[src/rfpg_defines.vh]
// constants shared by the random fruit parameter generator files
`ifndef RFPG_DEFINES_VH
`define RFPG_DEFINES_VH

// field widths
`define RFPG_POWER_W      6
`define RFPG_ANGLE_W      11
`define RFPG_CODE_W       12
`define RFPG_FRAC_W       5
`define RFPG_PULSE_W      16
`define RFPG_ROM_ADDR_W   9

// generator lengths and feedback stages (stage numbers, 1-based)
`define RFPG_CODE_LEN     15
`define RFPG_CODE_TAP     14
`define RFPG_FRAC_LEN     7
`define RFPG_FRAC_TAP     6
`define RFPG_POWER_LEN    15
`define RFPG_POWER_TAP    14
`define RFPG_ANGLE_LEN    11
`define RFPG_ANGLE_TAP    9
`define RFPG_BEAM_LEN     17
`define RFPG_BEAM_TAP     14

// conversion rom split
`define RFPG_CD_UNIFORM   9'h0_156
`define RFPG_CD_D4_COUNT  9'h0_019
`define RFPG_D4_ONLY      3'h4

// power rom halves
`define RFPG_HALF_DEPTH   256
`define RFPG_MAIN_LEVELS  41
`define RFPG_SIDE_LEVELS  31

// reset values
`define RFPG_FRAC_RST     5'h00
`define RFPG_FIXED_RST    12'h000

`endif

[src/rfpg_cd_rom.v]
// conversion table from nine generator bits to the c and d code bits
`timescale 1ns/1ns
`include "rfpg_defines.vh"

module rfpg_cd_rom (
    // lookup address
    input  wire [8:0] addr,
    // c bits in [5:3], d bits in [2:0]
    output reg  [5:0] cd
);

    reg [8:0] offset;
    reg [8:0] phase;
    reg [2:0] c_val;

    always @* begin
        offset = 9'h0_000;
        phase  = 9'h0_000;
        c_val  = 3'h0;
        if (addr < `RFPG_CD_UNIFORM) begin
            // counting through all 64 combinations
            cd = addr[5:0];
        end else begin
            offset = addr - `RFPG_CD_UNIFORM;
            phase  = offset % 9'h0_005;
            case (phase[2:0])
                3'h0:    c_val = 3'h1;
                3'h1:    c_val = 3'h2;
                3'h2:    c_val = 3'h3;
                3'h3:    c_val = 3'h4;
                default: c_val = 3'h6;
            endcase
            if (offset < `RFPG_CD_D4_COUNT) begin
                cd = {c_val, `RFPG_D4_ONLY};
            end else begin
                cd = {c_val, 3'h0};
            end
        end
    end

endmodule // rfpg_cd_rom

[src/rfpg_lfsr.v]
// maximal-length shift register generator with fixed reset pattern
`timescale 1ns/1ns
`include "rfpg_defines.vh"

module rfpg_lfsr #(
    parameter WIDTH = 7,
    parameter TAP   = 6
) (
    // clock and reset
    input  wire             sys_clk,
    input  wire             rst,
    // advance strobe
    input  wire             step,
    // generator state
    output reg  [WIDTH-1:0] state
);

    wire feedback;

    assign feedback = state[WIDTH-1] ^ state[TAP-1];

    // three ones then zeros: never the locked all-zero state
    always @(posedge sys_clk) begin
        if (rst) begin
            state <= {3'b111, {(WIDTH-3){1'b0}}};
        end else if (step) begin
            state <= {state[WIDTH-2:0], feedback};
        end
    end

endmodule // rfpg_lfsr

[src/rfpg_top.v]
// random per-reply parameter generator for simulated fruit replies
`timescale 1ns/1ns
`include "rfpg_defines.vh"

module rfpg_top (
    // clock and reset
    input  wire        sys_clk,
    input  wire        rst,
    // fruit environment parameter load from the controller
    input  wire        param_load,
    input  wire [4:0]  fixed_code_fraction_in,
    input  wire [11:0] fixed_code_in,
    // control word group request
    input  wire        group_req,
    // control word group
    output reg         group_valid,
    output reg  [5:0]  power_field,
    output reg         beam_select,
    output reg         sidelobe_atten_en,
    output reg  [10:0] angle_word,
    output reg         angle_sign,
    output reg  [11:0] reply_code,
    output reg  [15:0] reply_pulses,
    output reg         code_is_fixed
);

    // loaded environment parameters
    reg  [4:0]  fixed_code_fraction;
    reg  [11:0] fixed_code;

    // generator states
    wire [14:0] code_state;
    wire [6:0]  frac_state;
    wire [14:0] power_state;
    wire [10:0] angle_state;
    wire [16:0] beam_state;

    // lookup results
    reg  [5:0]  power_rom [0:511];
    wire [8:0]  power_addr;
    wire [5:0]  power_lookup;
    wire [5:0]  cd_bits;
    wire [10:0] monopulse_lookup;
    wire [11:0] random_code;
    wire        beam_bit;
    wire        select_fixed;
    reg  [11:0] next_code;
    reg  [15:0] next_pulses;

    // one generator per parameter except the angle sign, bit 14 of the power one; attenuation enable and power rom half both follow the beam bit
    rfpg_lfsr #(
        .WIDTH (`RFPG_CODE_LEN),
        .TAP   (`RFPG_CODE_TAP)
    ) u_code_lfsr (
        .sys_clk (sys_clk),
        .rst     (rst),
        .step    (group_req),
        .state   (code_state)
    );

    rfpg_lfsr #(
        .WIDTH (`RFPG_FRAC_LEN),
        .TAP   (`RFPG_FRAC_TAP)
    ) u_fraction_lfsr (
        .sys_clk (sys_clk),
        .rst     (rst),
        .step    (group_req),
        .state   (frac_state)
    );

    rfpg_lfsr #(
        .WIDTH (`RFPG_POWER_LEN),
        .TAP   (`RFPG_POWER_TAP)
    ) u_power_lfsr (
        .sys_clk (sys_clk),
        .rst     (rst),
        .step    (group_req),
        .state   (power_state)
    );

    rfpg_lfsr #(
        .WIDTH (`RFPG_ANGLE_LEN),
        .TAP   (`RFPG_ANGLE_TAP)
    ) u_angle_lfsr (
        .sys_clk (sys_clk),
        .rst     (rst),
        .step    (group_req),
        .state   (angle_state)
    );

    rfpg_lfsr #(
        .WIDTH (`RFPG_BEAM_LEN),
        .TAP   (`RFPG_BEAM_TAP)
    ) u_beam_lfsr (
        .sys_clk (sys_clk),
        .rst     (rst),
        .step    (group_req),
        .state   (beam_state)
    );

    rfpg_cd_rom u_cd_rom (
        .addr (code_state[14:6]),
        .cd   (cd_bits)
    );

    // entries per mainbeam attenuation step, half sums to 256
    function [5:0] main_count;
        input integer level;
        begin
            case (level)
                0:  main_count = 6'd0;
                1:  main_count = 6'd0;
                2:  main_count = 6'd0;
                3:  main_count = 6'd0;
                4:  main_count = 6'd0;
                5:  main_count = 6'd1;
                6:  main_count = 6'd1;
                7:  main_count = 6'd1;
                8:  main_count = 6'd1;
                9:  main_count = 6'd1;
                10: main_count = 6'd1;
                11: main_count = 6'd1;
                12: main_count = 6'd1;
                13: main_count = 6'd1;
                14: main_count = 6'd1;
                15: main_count = 6'd2;
                16: main_count = 6'd2;
                17: main_count = 6'd2;
                18: main_count = 6'd2;
                19: main_count = 6'd3;
                20: main_count = 6'd3;
                21: main_count = 6'd3;
                22: main_count = 6'd4;
                23: main_count = 6'd4;
                24: main_count = 6'd5;
                25: main_count = 6'd5;
                26: main_count = 6'd6;
                27: main_count = 6'd7;
                28: main_count = 6'd8;
                29: main_count = 6'd8;
                30: main_count = 6'd9;
                31: main_count = 6'd11;
                32: main_count = 6'd12;
                33: main_count = 6'd13;
                34: main_count = 6'd15;
                35: main_count = 6'd17;
                36: main_count = 6'd19;
                37: main_count = 6'd21;
                38: main_count = 6'd24;
                39: main_count = 6'd27;
                40: main_count = 6'd14;
                default: main_count = 6'd0;
            endcase
        end
    endfunction

    // entries per sidelobe step, on top of the switched attenuation
    function [5:0] side_count;
        input integer level;
        begin
            case (level)
                0:  side_count = 6'd0;
                1:  side_count = 6'd1;
                2:  side_count = 6'd1;
                3:  side_count = 6'd1;
                4:  side_count = 6'd2;
                5:  side_count = 6'd2;
                6:  side_count = 6'd2;
                7:  side_count = 6'd2;
                8:  side_count = 6'd2;
                9:  side_count = 6'd3;
                10: side_count = 6'd3;
                11: side_count = 6'd3;
                12: side_count = 6'd4;
                13: side_count = 6'd4;
                14: side_count = 6'd5;
                15: side_count = 6'd5;
                16: side_count = 6'd6;
                17: side_count = 6'd7;
                18: side_count = 6'd8;
                19: side_count = 6'd8;
                20: side_count = 6'd10;
                21: side_count = 6'd11;
                22: side_count = 6'd12;
                23: side_count = 6'd13;
                24: side_count = 6'd15;
                25: side_count = 6'd17;
                26: side_count = 6'd19;
                27: side_count = 6'd21;
                28: side_count = 6'd24;
                29: side_count = 6'd27;
                30: side_count = 6'd18;
                default: side_count = 6'd0;
            endcase
        end
    endfunction

    // rom image built once from the rounded counts
    integer lvl;
    integer rep;
    integer fill;
    initial begin
        fill = 0;
        for (lvl = 0; lvl < `RFPG_MAIN_LEVELS; lvl = lvl + 1) begin
            for (rep = 0; rep < main_count(lvl); rep = rep + 1) begin
                power_rom[fill] = lvl[5:0];
                fill = fill + 1;
            end
        end
        fill = `RFPG_HALF_DEPTH;
        for (lvl = 0; lvl < `RFPG_SIDE_LEVELS; lvl = lvl + 1) begin
            for (rep = 0; rep < side_count(lvl); rep = rep + 1) begin
                power_rom[fill] = lvl[5:0];
                fill = fill + 1;
            end
        end
    end

    assign beam_bit     = beam_state[0];
    assign power_addr   = {beam_bit, power_state[7:0]};
    assign power_lookup = power_rom[power_addr];

    // monopulse table kept as identity; a reshaped one drops in here
    assign monopulse_lookup = angle_state;

    assign random_code = {code_state[5:0], cd_bits};

    // fixed share is fraction/16; msb saturates anything above 16
    assign select_fixed = fixed_code_fraction[4] | (frac_state[3:0] < fixed_code_fraction[3:0]);

    always @* begin
        if (select_fixed) begin
            next_code = fixed_code;
        end else begin
            next_code = random_code;
        end
    end

    // pulse train in transmit order: f1 c1 a1 c2 a2 c4 a4 x b1 d1 b2 d2 b4 d4 f2 spi
    always @* begin
        next_pulses[15] = 1'b1;
        next_pulses[14] = next_code[3];
        next_pulses[13] = next_code[9];
        next_pulses[12] = next_code[4];
        next_pulses[11] = next_code[10];
        next_pulses[10] = next_code[5];
        next_pulses[9]  = next_code[11];
        next_pulses[8]  = 1'b0;
        next_pulses[7]  = next_code[6];
        next_pulses[6]  = next_code[0];
        next_pulses[5]  = next_code[7];
        next_pulses[4]  = next_code[1];
        next_pulses[3]  = next_code[8];
        next_pulses[2]  = next_code[2];
        next_pulses[1]  = 1'b1;
        next_pulses[0]  = 1'b0;
    end

    // environment parameters persist until the next load
    always @(posedge sys_clk) begin
        if (rst) begin
            fixed_code_fraction <= `RFPG_FRAC_RST;
            fixed_code          <= `RFPG_FIXED_RST;
        end else if (param_load) begin
            fixed_code_fraction <= fixed_code_fraction_in;
            fixed_code          <= fixed_code_in;
        end
    end

    // group sampled from the present states while generators step
    always @(posedge sys_clk) begin
        if (rst) begin
            group_valid       <= 1'b0;
            power_field       <= 6'h00;
            beam_select       <= 1'b0;
            sidelobe_atten_en <= 1'b0;
            angle_word        <= 11'h000;
            angle_sign        <= 1'b0;
            reply_code        <= 12'h000;
            reply_pulses      <= 16'h0000;
            code_is_fixed     <= 1'b0;
        end else begin
            group_valid <= group_req;
            if (group_req) begin
                power_field       <= power_lookup;
                beam_select       <= beam_bit;
                sidelobe_atten_en <= beam_bit;
                angle_word        <= monopulse_lookup;
                angle_sign        <= power_state[14];
                reply_code        <= next_code;
                code_is_fixed     <= select_fixed;
                reply_pulses      <= next_pulses;
            end
        end
    end

endmodule // rfpg_top
[config.mk]
export PLATFORM = sky130hd
export DESIGN_NAME = rfpg_top
export DESIGN_NICKNAME = d
export VERILOG_FILES = /design/src/rfpg_cd_rom.v /design/src/rfpg_lfsr.v /design/src/rfpg_top.v
export VERILOG_INCLUDE_DIRS = /design/src
export SDC_FILE = /design/constraint.sdc
export NUM_CORES = 1
export LEC_CHECK = 0
export BUFFER_PORTS_ARGS = -buffer_cell sky130_fd_sc_hd__buf_2
export CORE_MARGIN = 2
export CORE_UTILIZATION = 45
export DETAILED_ROUTE_END_ITERATION = 10
export PLACE_DENSITY = 0.65
export RECOVER_POWER = 50
export SLEW_MARGIN = 15
export SYNTH_ARGS = -nofsm -noshare
export SYNTH_HDL_FRONTEND = slang
export SYNTH_SLANG_ARGS = --single-unit
[constraint.sdc]
create_clock -name sys_clk -period 5.2 [get_ports sys_clk]
set_input_delay 0.52 -clock sys_clk [delete_from_list [all_inputs] [get_ports sys_clk]]
set_output_delay 0.52 -clock sys_clk [all_outputs]
set_load 0.01 [all_outputs]
==> results of run 1 <==
==> cell usage after synthesis (all sizes together), types with 9 or more instances <==
master and n:
nor2 140, dfxtp 108, mux2i 89, nand2 70
clkbuf 56, a21oi 51, o21ai 50, buf 44
a211oi 32, inv 26, nand3 26, o211ai 25
ha 21, a31oi 13, xnor2 13, nor3 12
nand2b 10, o21a 9
==> repair_timing <==
item                       4_1_cts  5_1_grt
setup buffers                    0        3
hold endpoints to repair         0        0
gates resized for setup          0       19
hold buffers                     0        0
setup endpoints to repair        0        3
==> final cells by class <==
| cell class | instances | area (um2) |
|---|---|---|
| inverter | 27 | 101.3 |
| clock inverter | 6 | 46.29 |
| fill | 1590 | 7772 |
| sequential | 108 | 2166 |
| tap | 216 | 270.3 |
| clock buffer | 10 | 229.0 |
| multi-input combinational | 697 | 4703 |
| timing repair buffer | 108 | 596.8 |
==> path summary, 6_finish.rpt <==
path | end | slack, ns | from
hold reg to reg | u_fraction_lfsr.state[4] | 0.48 | u_fraction_lfsr.state[4]
setup reg to reg | reply_code[5] | 0.20 | u_code_lfsr.state[7]
hold / removal | fixed_code[8] | 0.41 | fixed_code_in[8]
setup / recovery | reply_code[5] | 0.20 | u_code_lfsr.state[7]
==> power breakdown <==
group,leakage [uW],switching [uW],internal (uW)
logic,0.00223,276,217
clock network,0.000135,307,330
registers,0.000885,38.5,864
==> state kept, by name, summed over array words and instances, names as in the netlist <==
register	flops
u_beam_lfsr.state	17
u_code_lfsr.state	15
u_power_lfsr.state	15
fixed_code	12
angle_word	11
reply_code	11
u_fraction_lfsr.state	7
power_field	6
fixed_code_fraction	5
u_angle_lfsr.state	4
reply_pulses	2
angle_sign	1
code_is_fixed	1
group_valid	1
==> worst max-delay path: stages (launching register included) <==
cell      delay [ns]
dfxtp_1         0.31
ha_1            0.25
o21a_1          0.28
o21ai_2         0.23
xnor2_1         0.15
buf_4           0.20
nor4_1          0.07
or4_4           0.56
or3_4           0.38
o221ai_4        0.26
buf_12          0.15
xnor2_2         0.07
o311ai_4        0.33
nor2_1          0.13
o311a_1         0.33
buf_4           0.15
a311oi_1        0.30
o21ai_1         0.13
a211o_1         0.30
a221o_1         0.29
==> per-stage QoR <==
stage	instances	setup TNS [ns]	total power [uW]	hold WS [ns]	worst slack (ns)
floorplan	931	0	1269	0.4413	0.3455
global placement	1152	0	1378	0.4518	0.2190
detailed placement	1152	0	1380	0.4616	0.1203
CTS	1168	0	2019	0.3978	0.09736
global route	1172	-0.07411	2130	0.4208	-0.03876
finish	1172	0	2032	0.4084	0.1980
==> layer usage <==
layer  global-route usage, %  vias to the layer above  routed length, um
met2                   29.44                      197               7871
met5                       0                        -                  0
li1                        -                     3385                  -
met4                   5.193                        0                257
met1                   30.26                     3099               9023
met3                   2.585                       25                866
==> cell families after synthesis <==
kind of cell,count (synthesis)
AO/OA/AOI/OAI,257
AND/OR/NAND/NOR,309
flip-flops,108
XOR/XNOR,14
multiplexers,92
other,1
adder cells (fa/ha/maj),22
buffers and inverters,127
==> out/results.ini, run 1 <==
[cells_and_area]
drive_gt1_share_pct = 12.45
final_common_cell = nor2_1
synthToLayoutAreaGrowth_pct = 10.55
final_cell_area_um2 = 8113
antenna_cells = 0
final_cell_mix = 140 x nor2_1, 105 x dfxtp_1, 88 x mux2i_1, 69 x nand2_1, 50 x a21oi_1
fin_nets = 993
finish.utilization_pct = 51.07

[die]
die_w_um = 131.7
coreArea_um2 = 15890
start_util_pct = 46.20
io_pins = 71
die_area_um2 = 17340
std_cell_rows = 46
die_h_um = 131.7

[logic_synthesis]
syn-cell-area_um2 = 7338
synthCells = 930
async_flop_share_pct = 0
synth_top_area_cell = dfxtp_1
synthAdderAreaFrac_pct = 3.717
synth_compound_area_share_pct = 24.74
synth_top_family_by_area = compound AO/OA/AOI/OAI gates
synthMuxAreaShare_pct = 12.96
synth_simple_gate_area_share_pct = 19.30
netlist.area_leader.share_pct = 29.46
synth_ff_type = dfxtp_1
synth-seq-area-share_pct = 29.46
avgSynthCellArea_um2 = 7.891
synth-edff-count = 0
ys_ff_latch = 108
synth_xor_xnor_area_share_pct = 1.773
synth_cell_types = 88
synth_area_leaders = dfxtp_1 29%, mux2i_1 12%, nor2_1 7.2%, ha_1 3.6%, nand2_1 3.5%
yosysWarnings = 0

[global_routing]
grt_pass1_vias = 5949
grt_antenna_before_repair = 0
grt_max_degree = 57
grt_first_pass_wirelength_mm = 29.54
grt_usage_pct = 19.90
grt_overflow = 0

[timing]
relSlewSlack_pct = -16.55
period_needed_ns = 5.002
setup_viol = 0
max_freq_ghz = 0.1999
hold_viol_final = 0
worst_pin_slew_ns = 1.748
fin_crit_sh_pct = 96.19
slew_violations = 41
skew_ns = 0.007305

[cts]
cts_tree = yes
cts_max_path_buffers = 2
cts.sinks = 108
cts_buffers = 9
clock_latency_ns = 0.34
htreeDepth = 3
path_clk_slew_ns = 0.07
cts-root-buf = clkbuf_16

[pwr]
powerDensity_nw_per_um2 = 250.5
vdd_drop_max_mv = 0.2035
p_leak_uw = 0.003250

[run]
cap_violations = 1

[route]
drc = 0
drt_iter0_markers = 597
routed_via_density = 5.722
ant_nets = 0
wl_mm = 18.02
num_vias = 6706
first_pass_iters = 6
wl_per_cell_um = 15.37

[placed_design]
dpl_cell_area_um2 = 7750
place.port_buffers = 68
hpwl_mm = 12.46
gp_congestion = 0.8962

[worst_setup_path]
start_kind = flip-flop
worstPathRequired_ns = 5.43
criticalPathCategory = flip-flop to flip-flop
r2r_cells = 19
critPathArrivalTime_ns = 5.24
end_kind = flip-flop
worst-path-max-fanout = 13

[hold_path]
holdPathStages = 3
holdCritPathClass = primary input to flip-flop

[run_status]
violations = max-capacitance violations, max-slew violations
status = complete, but fails checks

Note: power is estimated with default switching activity, not from simulation.
==> inputs of run 2 (changes only) <==
==> constraint.sdc (replaced) <==
create_clock -name sys_clk -period 5.2 [get_ports sys_clk]
set_input_delay 0.52 -clock sys_clk [delete_from_list [all_inputs] [get_ports sys_clk]]
set_output_delay 0.52 -clock sys_clk [all_outputs]
set_load 0.05 [all_outputs]
==> run 2 against run 1 <==
  * The run still ends with max-capacitance violations, max-slew violations left
  * Setup slack better by 0.0020 ns
  * Final cell count stayed put
  * Fmax hardly changed
  * Critical path depth stayed put
  * Utilization is 0.11 points higher
  * Largest cell class unchanged
  * Largest power group unchanged
  * Highest routed layer unchanged
==> out/results.ini, run 2 (synthesis gave the netlist of run 1 again) <==
[placed_design]
dpl_cell_area_um2 = 7750  ; unchanged
place.port_buffers = 68  ; unchanged
hpwl_mm = 12.46  ; unchanged
gp_congestion = 0.8962  ; unchanged

[timing]
relSlewSlack_pct = -16.53  ; was -16.55%
fin_crit_sh_pct = 96.16  ; was 96.19%
fin_hold_ws_ns = 0.4082  ; was 0.4084 ns
period_needed_ns = 5.000  ; was 5.002 ns
setup-tns-final_ns = 0  ; unchanged
hold_viol_final = 0  ; unchanged
skew_ns = 0.007323  ; was 0.007305 ns
slew_violations = 41  ; unchanged
worst_pin_slew_ns = 1.748  ; about the same
max_freq_ghz = 0.2000  ; was 0.1999 GHz
setup_viol = 0  ; unchanged

[route]
wl_per_cell_um = 15.34  ; was 15.37 um
ant_nets = 0  ; unchanged
num_vias = 6705  ; was 6706
routed_via_density = 5.721  ; was 5.722
drc = 0  ; unchanged
first_pass_iters = 6  ; unchanged
wl_mm = 17.98  ; was 18.02 mm
drt_iter0_markers = 596  ; was 597

[worst_setup_path]
end_kind = flip-flop  ; unchanged
start_kind = flip-flop  ; unchanged
worstPathRequired_ns = 5.43  ; about the same
critPathArrivalTime_ns = 5.23  ; was 5.24 ns
r2r_cells = 19  ; unchanged
criticalPathCategory = flip-flop to flip-flop  ; unchanged
worst-path-max-fanout = 13  ; unchanged

[run_status]
violations = max-capacitance violations, max-slew violations  ; unchanged
status = complete, but fails checks  ; unchanged

[cts]
cts_buffers = 9  ; unchanged
cts_tree = yes  ; unchanged
path_clk_slew_ns = 0.07  ; about the same
cts.sinks = 108  ; unchanged
cts_max_path_buffers = 2  ; unchanged
cts-root-buf = clkbuf_16  ; unchanged
ctsHoldBuffers = 0  ; unchanged
clock_latency_ns = 0.35  ; was 0.34 ns
htreeDepth = 3  ; unchanged

[global_routing]
grt_max_degree = 57  ; unchanged
grt_usage_pct = 19.90  ; unchanged
grt_antenna_before_repair = 0  ; unchanged
grt_first_pass_wirelength_mm = 29.54  ; unchanged
grt_overflow = 0  ; unchanged
grt_pass1_vias = 5949  ; unchanged

[die]
coreArea_um2 = 15890  ; unchanged
die_area_um2 = 17340  ; unchanged
die_w_um = 131.7  ; unchanged
io_pins = 71  ; unchanged
std_cell_rows = 46  ; unchanged
start_util_pct = 46.20  ; unchanged
die_h_um = 131.7  ; unchanged

[run]
cap_violations = 1  ; unchanged

[cells_and_area]
final_common_cell = nor2_1  ; unchanged
largest_reg_flops = 17  ; unchanged
regMostFlops = u_beam_lfsr.state  ; unchanged
final_cell_mix = 140 x nor2_1, 105 x dfxtp_1, 88 x mux2i_1, 69 x nand2_1, 50 x a21oi_1  ; unchanged
top_regs = u_beam_lfsr.state (17), u_code_lfsr.state (15), u_power_lfsr.state (15)  ; unchanged
drive_gt1_share_pct = 13.91  ; was 12.45%
synthToLayoutAreaGrowth_pct = 10.79  ; was 10.55%
antenna_cells = 0  ; unchanged
final_cell_area_um2 = 8130  ; was 8113 um2
fin_nets = 993  ; unchanged

[pwr]
vdd_drop_max_mv = 0.2224  ; was 0.2035 mV
powerDensity_nw_per_um2 = 260.5  ; was 250.5 nW/um2
p_leak_uw = 0.003306  ; was 0.003250 uW

[hold_path]
holdPathStages = 3  ; unchanged
holdCritPathClass = primary input to flip-flop  ; unchanged

## run 2: cell count changes in the layout (fill, tap and decap cells not counted), sizes merged
| cell | delta |
|---|---|
| buf | +14 |
| clkbuf | -14 |
## run 2: worst paths after layout
check,start,slack (ns),endpoint
hold reg to reg,u_fraction_lfsr.state[4],0.48,u_fraction_lfsr.state[4]
setup / recovery,u_code_lfsr.state[7],0.20,reply_code[5]
setup reg to reg,u_code_lfsr.state[7],0.20,reply_code[5]
hold / removal,fixed_code_in[8],0.41,fixed_code[8]
## run 2: metrics by stage
| step | util (%) | std cells | setup slack (ns) | power [uW] |
|---|---|---|---|---|
| after floorplan | - | 931 | 0.3455 | 1353 |
| after global placement | 48.79 | 1152 | 0.2190 | 1462 |
| after detailed placement | 48.79 | 1152 | 0.1203 | 1464 |
| after CTS | 50.52 | 1168 | 0.09736 | 2103 |
| after global routing | 51.18 | 1172 | -0.03876 | 2216 |
| final | 51.18 | 1172 | 0.1999 | 2118 |
## run 2: worst max-delay path, stage by stage (launching register included)
cell and delay, ns:
dfxtp_1 0.31, ha_1 0.25, o21a_1 0.28, o21ai_2 0.23, xnor2_1 0.15, buf_4 0.20
nor4_1 0.07, or4_4 0.56, or3_4 0.38, o221ai_4 0.26, buf_12 0.15, xnor2_2 0.07
o311ai_4 0.34, nor2_1 0.13, o311a_1 0.33, buf_4 0.15, a311oi_1 0.30, o21ai_1 0.13
a211o_1 0.30, a221o_1 0.29
## run 2: layer usage
| layer | GRT usage (%) | wire length (um) | share of wire (%) | vias to the layer above |
|---|---|---|---|---|
| met2 | 29.44 | 7854 | 44 | 204 |
| met5 | 0 | 0 | 0 | - |
| met3 | 2.585 | 879 | 4.9 | 21 |
| li1 | - | - | - | 3385 |
| met1 | 30.26 | 8998 | 50 | 3095 |
| met4 | 5.193 | 247 | 1.4 | 0 |
## run 2: timing repair
item,CTS,global route
endpoints found under the setup margin,0,3
buffers inserted,0,3
endpoints found under the hold margin,0,0
gates resized for setup,0,19
## run 2: report_power, final
group / internal, uW / switching [uW] / total, uW
sequential: 864 / 38.3 / 902
clock: 330 / 307 / 637
combinational: 220 / 359 / 579
## run 2: cell type report
| class | instances | area, um2 |
|---|---|---|
| clock buffer | 10 | 229.0 |
| clock inverter | 6 | 46.29 |
| timing repair buffer | 108 | 614.3 |
| tap | 216 | 270.3 |
| sequential | 108 | 2166 |
| multi-input combinational | 697 | 4703 |
| fill | 1580 | 7755 |
| inverter | 27 | 101.3 |
==> inputs of run 3 (changes only) <==
--- a/config.mk
+++ b/config.mk
@@ -10,7 +10,7 @@
 export CORE_MARGIN = 2
 export CORE_UTILIZATION = 45
 export DETAILED_ROUTE_END_ITERATION = 10
-export PLACE_DENSITY = 0.65
+export PLACE_DENSITY = 0.62
 export RECOVER_POWER = 50
 export SLEW_MARGIN = 15
 export SYNTH_ARGS = -nofsm -noshare
==> constraint.sdc (replaced) <==
create_clock -name sys_clk -period 6 [get_ports sys_clk]
set_input_delay 0.6 -clock sys_clk [delete_from_list [all_inputs] [get_ports sys_clk]]
set_output_delay 0.6 -clock sys_clk [all_outputs]
set_load 0.05 [all_outputs]
==> run 3 against run 2 <==
  * The flow still finishes with violations (max-capacitance violations, max-slew violations)
  * Setup slack improved by 0.38 ns
  * Power decreased by 13%
  * Register-to-register slack better by 0.38 ns
  * Largest cell class unchanged
  * Largest power group unchanged
==> out/results.ini, run 3 (synthesis gave the netlist of run 1 again) <==
[cells_and_area]
drive_gt1_share_pct = 9.365  ; was 13.91%
antenna_cells = 0  ; unchanged
n_fill_cell = 1601  ; was 1580
fin_nets = 966  ; was 993
multi_input_area_um2 = 4593  ; was 4703 um2
synthToLayoutAreaGrowth_pct = 6.667  ; was 10.79%
top_regs = u_beam_lfsr.state (17), u_code_lfsr.state (15), u_power_lfsr.state (15)  ; unchanged
seq_area_um2 = 2162  ; was 2166 um2
final_common_cell = nor2_1  ; unchanged
finish.utilization_pct = 49.28  ; was 51.18%
largest_reg_flops = 17  ; unchanged
final_cell_mix = 140 x nor2_1, 108 x dfxtp_1, 89 x mux2i_1, 69 x nand2_1, 50 x a21oi_1  ; was 140 x nor2_1, 105 x dfxtp_1, 88 x mux2i_1, 69 x nand2_1, 50 x a21oi_1
regMostFlops = u_beam_lfsr.state  ; unchanged
layout.cells.non_filler = 1145  ; was 1172

[timing]
max_freq_ghz = 0.1844  ; was 0.2000 GHz
fin_crit_sh_pct = 90.38  ; was 96.16%
setup_viol = 0  ; unchanged
relSlewSlack_pct = -67.82  ; was -16.53%
skew_ns = 0.003014  ; was 0.007323 ns
rsz0062_at_grt = no
fin_hold_ws_ns = 0.4771  ; was 0.4082 ns
setup-tns-final_ns = 0  ; unchanged
slew_violations = 50  ; was 41
worst_pin_slew_ns = 2.517  ; was 1.748 ns
hold_viol_final = 0  ; unchanged
period_needed_ns = 5.423  ; was 5.000 ns

[die]
die_area_um2 = 17340  ; unchanged
die_h_um = 131.7  ; unchanged
start_util_pct = 46.20  ; unchanged
std_cell_rows = 46  ; unchanged
coreArea_um2 = 15890  ; unchanged
die_w_um = 131.7  ; unchanged
io_pins = 71  ; unchanged

[pwr]
p_leak_uw = 0.003138  ; was 0.003306 uW
p_total_uw = 1842  ; was 2118 uW
powerDensity_nw_per_um2 = 235.3  ; was 260.5 nW/um2
vdd_drop_max_mv = 0.1929  ; was 0.2224 mV

[route]
wl_mm = 17.63  ; was 17.98 mm
ant_nets = 0  ; unchanged
num_vias = 6613  ; was 6705
wl_per_cell_um = 15.40  ; was 15.34 um
first_pass_iters = 5  ; was 6
drt_iter0_markers = 788  ; was 596
routed_via_density = 5.776  ; was 5.721
drc = 0  ; unchanged

[cts]
cts-resized-gates = 0  ; unchanged
path_clk_slew_ns = 0.07  ; about the same
ctsHoldBuffers = 0  ; unchanged
cts_buffers = 9  ; unchanged
htreeDepth = 3  ; unchanged
cts.sinks = 108  ; unchanged
postCtsSetupBuffers = 0  ; unchanged
cts_tree = yes  ; unchanged
clock_latency_ns = 0.34  ; was 0.35 ns
cts-root-buf = clkbuf_16  ; unchanged
cts_max_path_buffers = 2  ; unchanged

[placed_design]
place.port_buffers = 68  ; unchanged
gp_congestion = 0.9167  ; was 0.8962
dp.cells = 1129  ; was 1152
hpwl_mm = 12.08  ; was 12.46 mm

[global_routing]
busiest_layer = met1  ; unchanged
grt_pass1_vias = 5745  ; was 5949
grt_max_degree = 68  ; was 57
met2_usage_pct = 28.91  ; was 29.44%
grt_overflow = 0  ; unchanged
grt_use_met1_pct = 30.74  ; was 30.26%
grt_usage_pct = 19.88  ; was 19.90%
grt_antenna_before_repair = 0  ; unchanged
grt_first_pass_wirelength_mm = 29.53  ; was 29.54 mm
grt_util_met3_pct = 2.160  ; was 2.585%

[worst_setup_path]
end_kind = flip-flop  ; unchanged
r2r_cells = 16  ; was 19
start_kind = flip-flop  ; unchanged
criticalPathCategory = flip-flop to flip-flop  ; unchanged
r2r_slack_ns = 0.58  ; was 0.20 ns
worstPathRequired_ns = 6.26  ; was 5.43 ns
worst-path-max-fanout = 26  ; was 13
rr_endpoint = reply_code[3]  ; was reply_code[5]
regToRegStartpoint = u_code_lfsr.state[10]  ; was u_code_lfsr.state[7]
critPathArrivalTime_ns = 5.68  ; was 5.23 ns

[run]
cap_violations = 1  ; unchanged

[hold_path]
holdCritPathClass = flip-flop to flip-flop  ; was primary input to flip-flop
holdPathStages = 2  ; was 3
min_to = u_angle_lfsr.state[9]  ; was fixed_code[8]
worstHoldStart = u_angle_lfsr.state[9]  ; was fixed_code_in[8]

[run_status]
violations = max-capacitance violations, max-slew violations  ; unchanged
status = complete, but fails checks  ; unchanged

-- run 3: cell types whose count changed in the layout (fill, tap and decap cells not counted), sizes merged --
cell      delta
clkinvlp     -1
clkbuf       +3
buf         -29
o221ai       -1
bufinv       +1
-- run 3: where the power goes --
part           total, uW  internal, uW  leakage (uW)  switching, uW
Combinational        458           165       0.00210            292
Clock                601           329      0.000149            272
Sequential           783           748      0.000884           35.1
Total               1840          1240       0.00314            600
-- run 3: area by class of cell --
class	count	share of cell area, %
clock buffers	10	2.925
clock inverters	6	0.8792
inverters	27	1.295
multi-input cells	696	58.68
flip-flops and latches	108	27.62
well taps	216	3.453
repair buffers	82	5.147
-- run 3: stage by stage --
step | worst slack [ns] | area, um2
after global placement | 0.6713 | 7577
after floorplan | 1.146 | 7342
after CTS | 0.6291 | 7875
final | 0.5774 | 7828
after global routing | 0.2215 | 7828
after detailed placement | 0.6456 | 7577
-- run 3: critical path, stage by stage (launching register included) --
cell	delay [ns]
dfxtp_1	0.92
o21ai_4	0.18
mux2i_1	0.17
a211oi_2	0.43
a21oi_1	0.08
or4_4	0.58
o21ba_2	0.33
xnor2_1	0.26
o21ai_0	0.21
o21ai_1	0.41
o21bai_1	0.13
or4_4	0.56
and3_4	0.19
mux2_4	0.33
a211oi_2	0.19
nor2_1	0.09
o32ai_2	0.25
-- run 3: routing by layer --
metal	vias to the layer above	wire length [um]
li1	3332	-
met1	3040	8720
met3	26	920
met5	-	0
met4	0	265
met2	215	7723
-- run 3: worst max-delay path by stage --
stage,from,endpoint,slack (ns)
6_report,u_code_lfsr.state[10],reply_code[3],0.58
5_1_grt,u_code_lfsr.state[10],reply_code[3],0.22
4_1_cts,u_code_lfsr.state[10],reply_code[3],0.63
3_5_place_dp,u_code_lfsr.state[10],reply_code[3],0.65
3_3_place_gp,u_code_lfsr.state[10],reply_code[5],0.67
2_1_floorplan,u_code_lfsr.state[8],reply_code[5],1.15
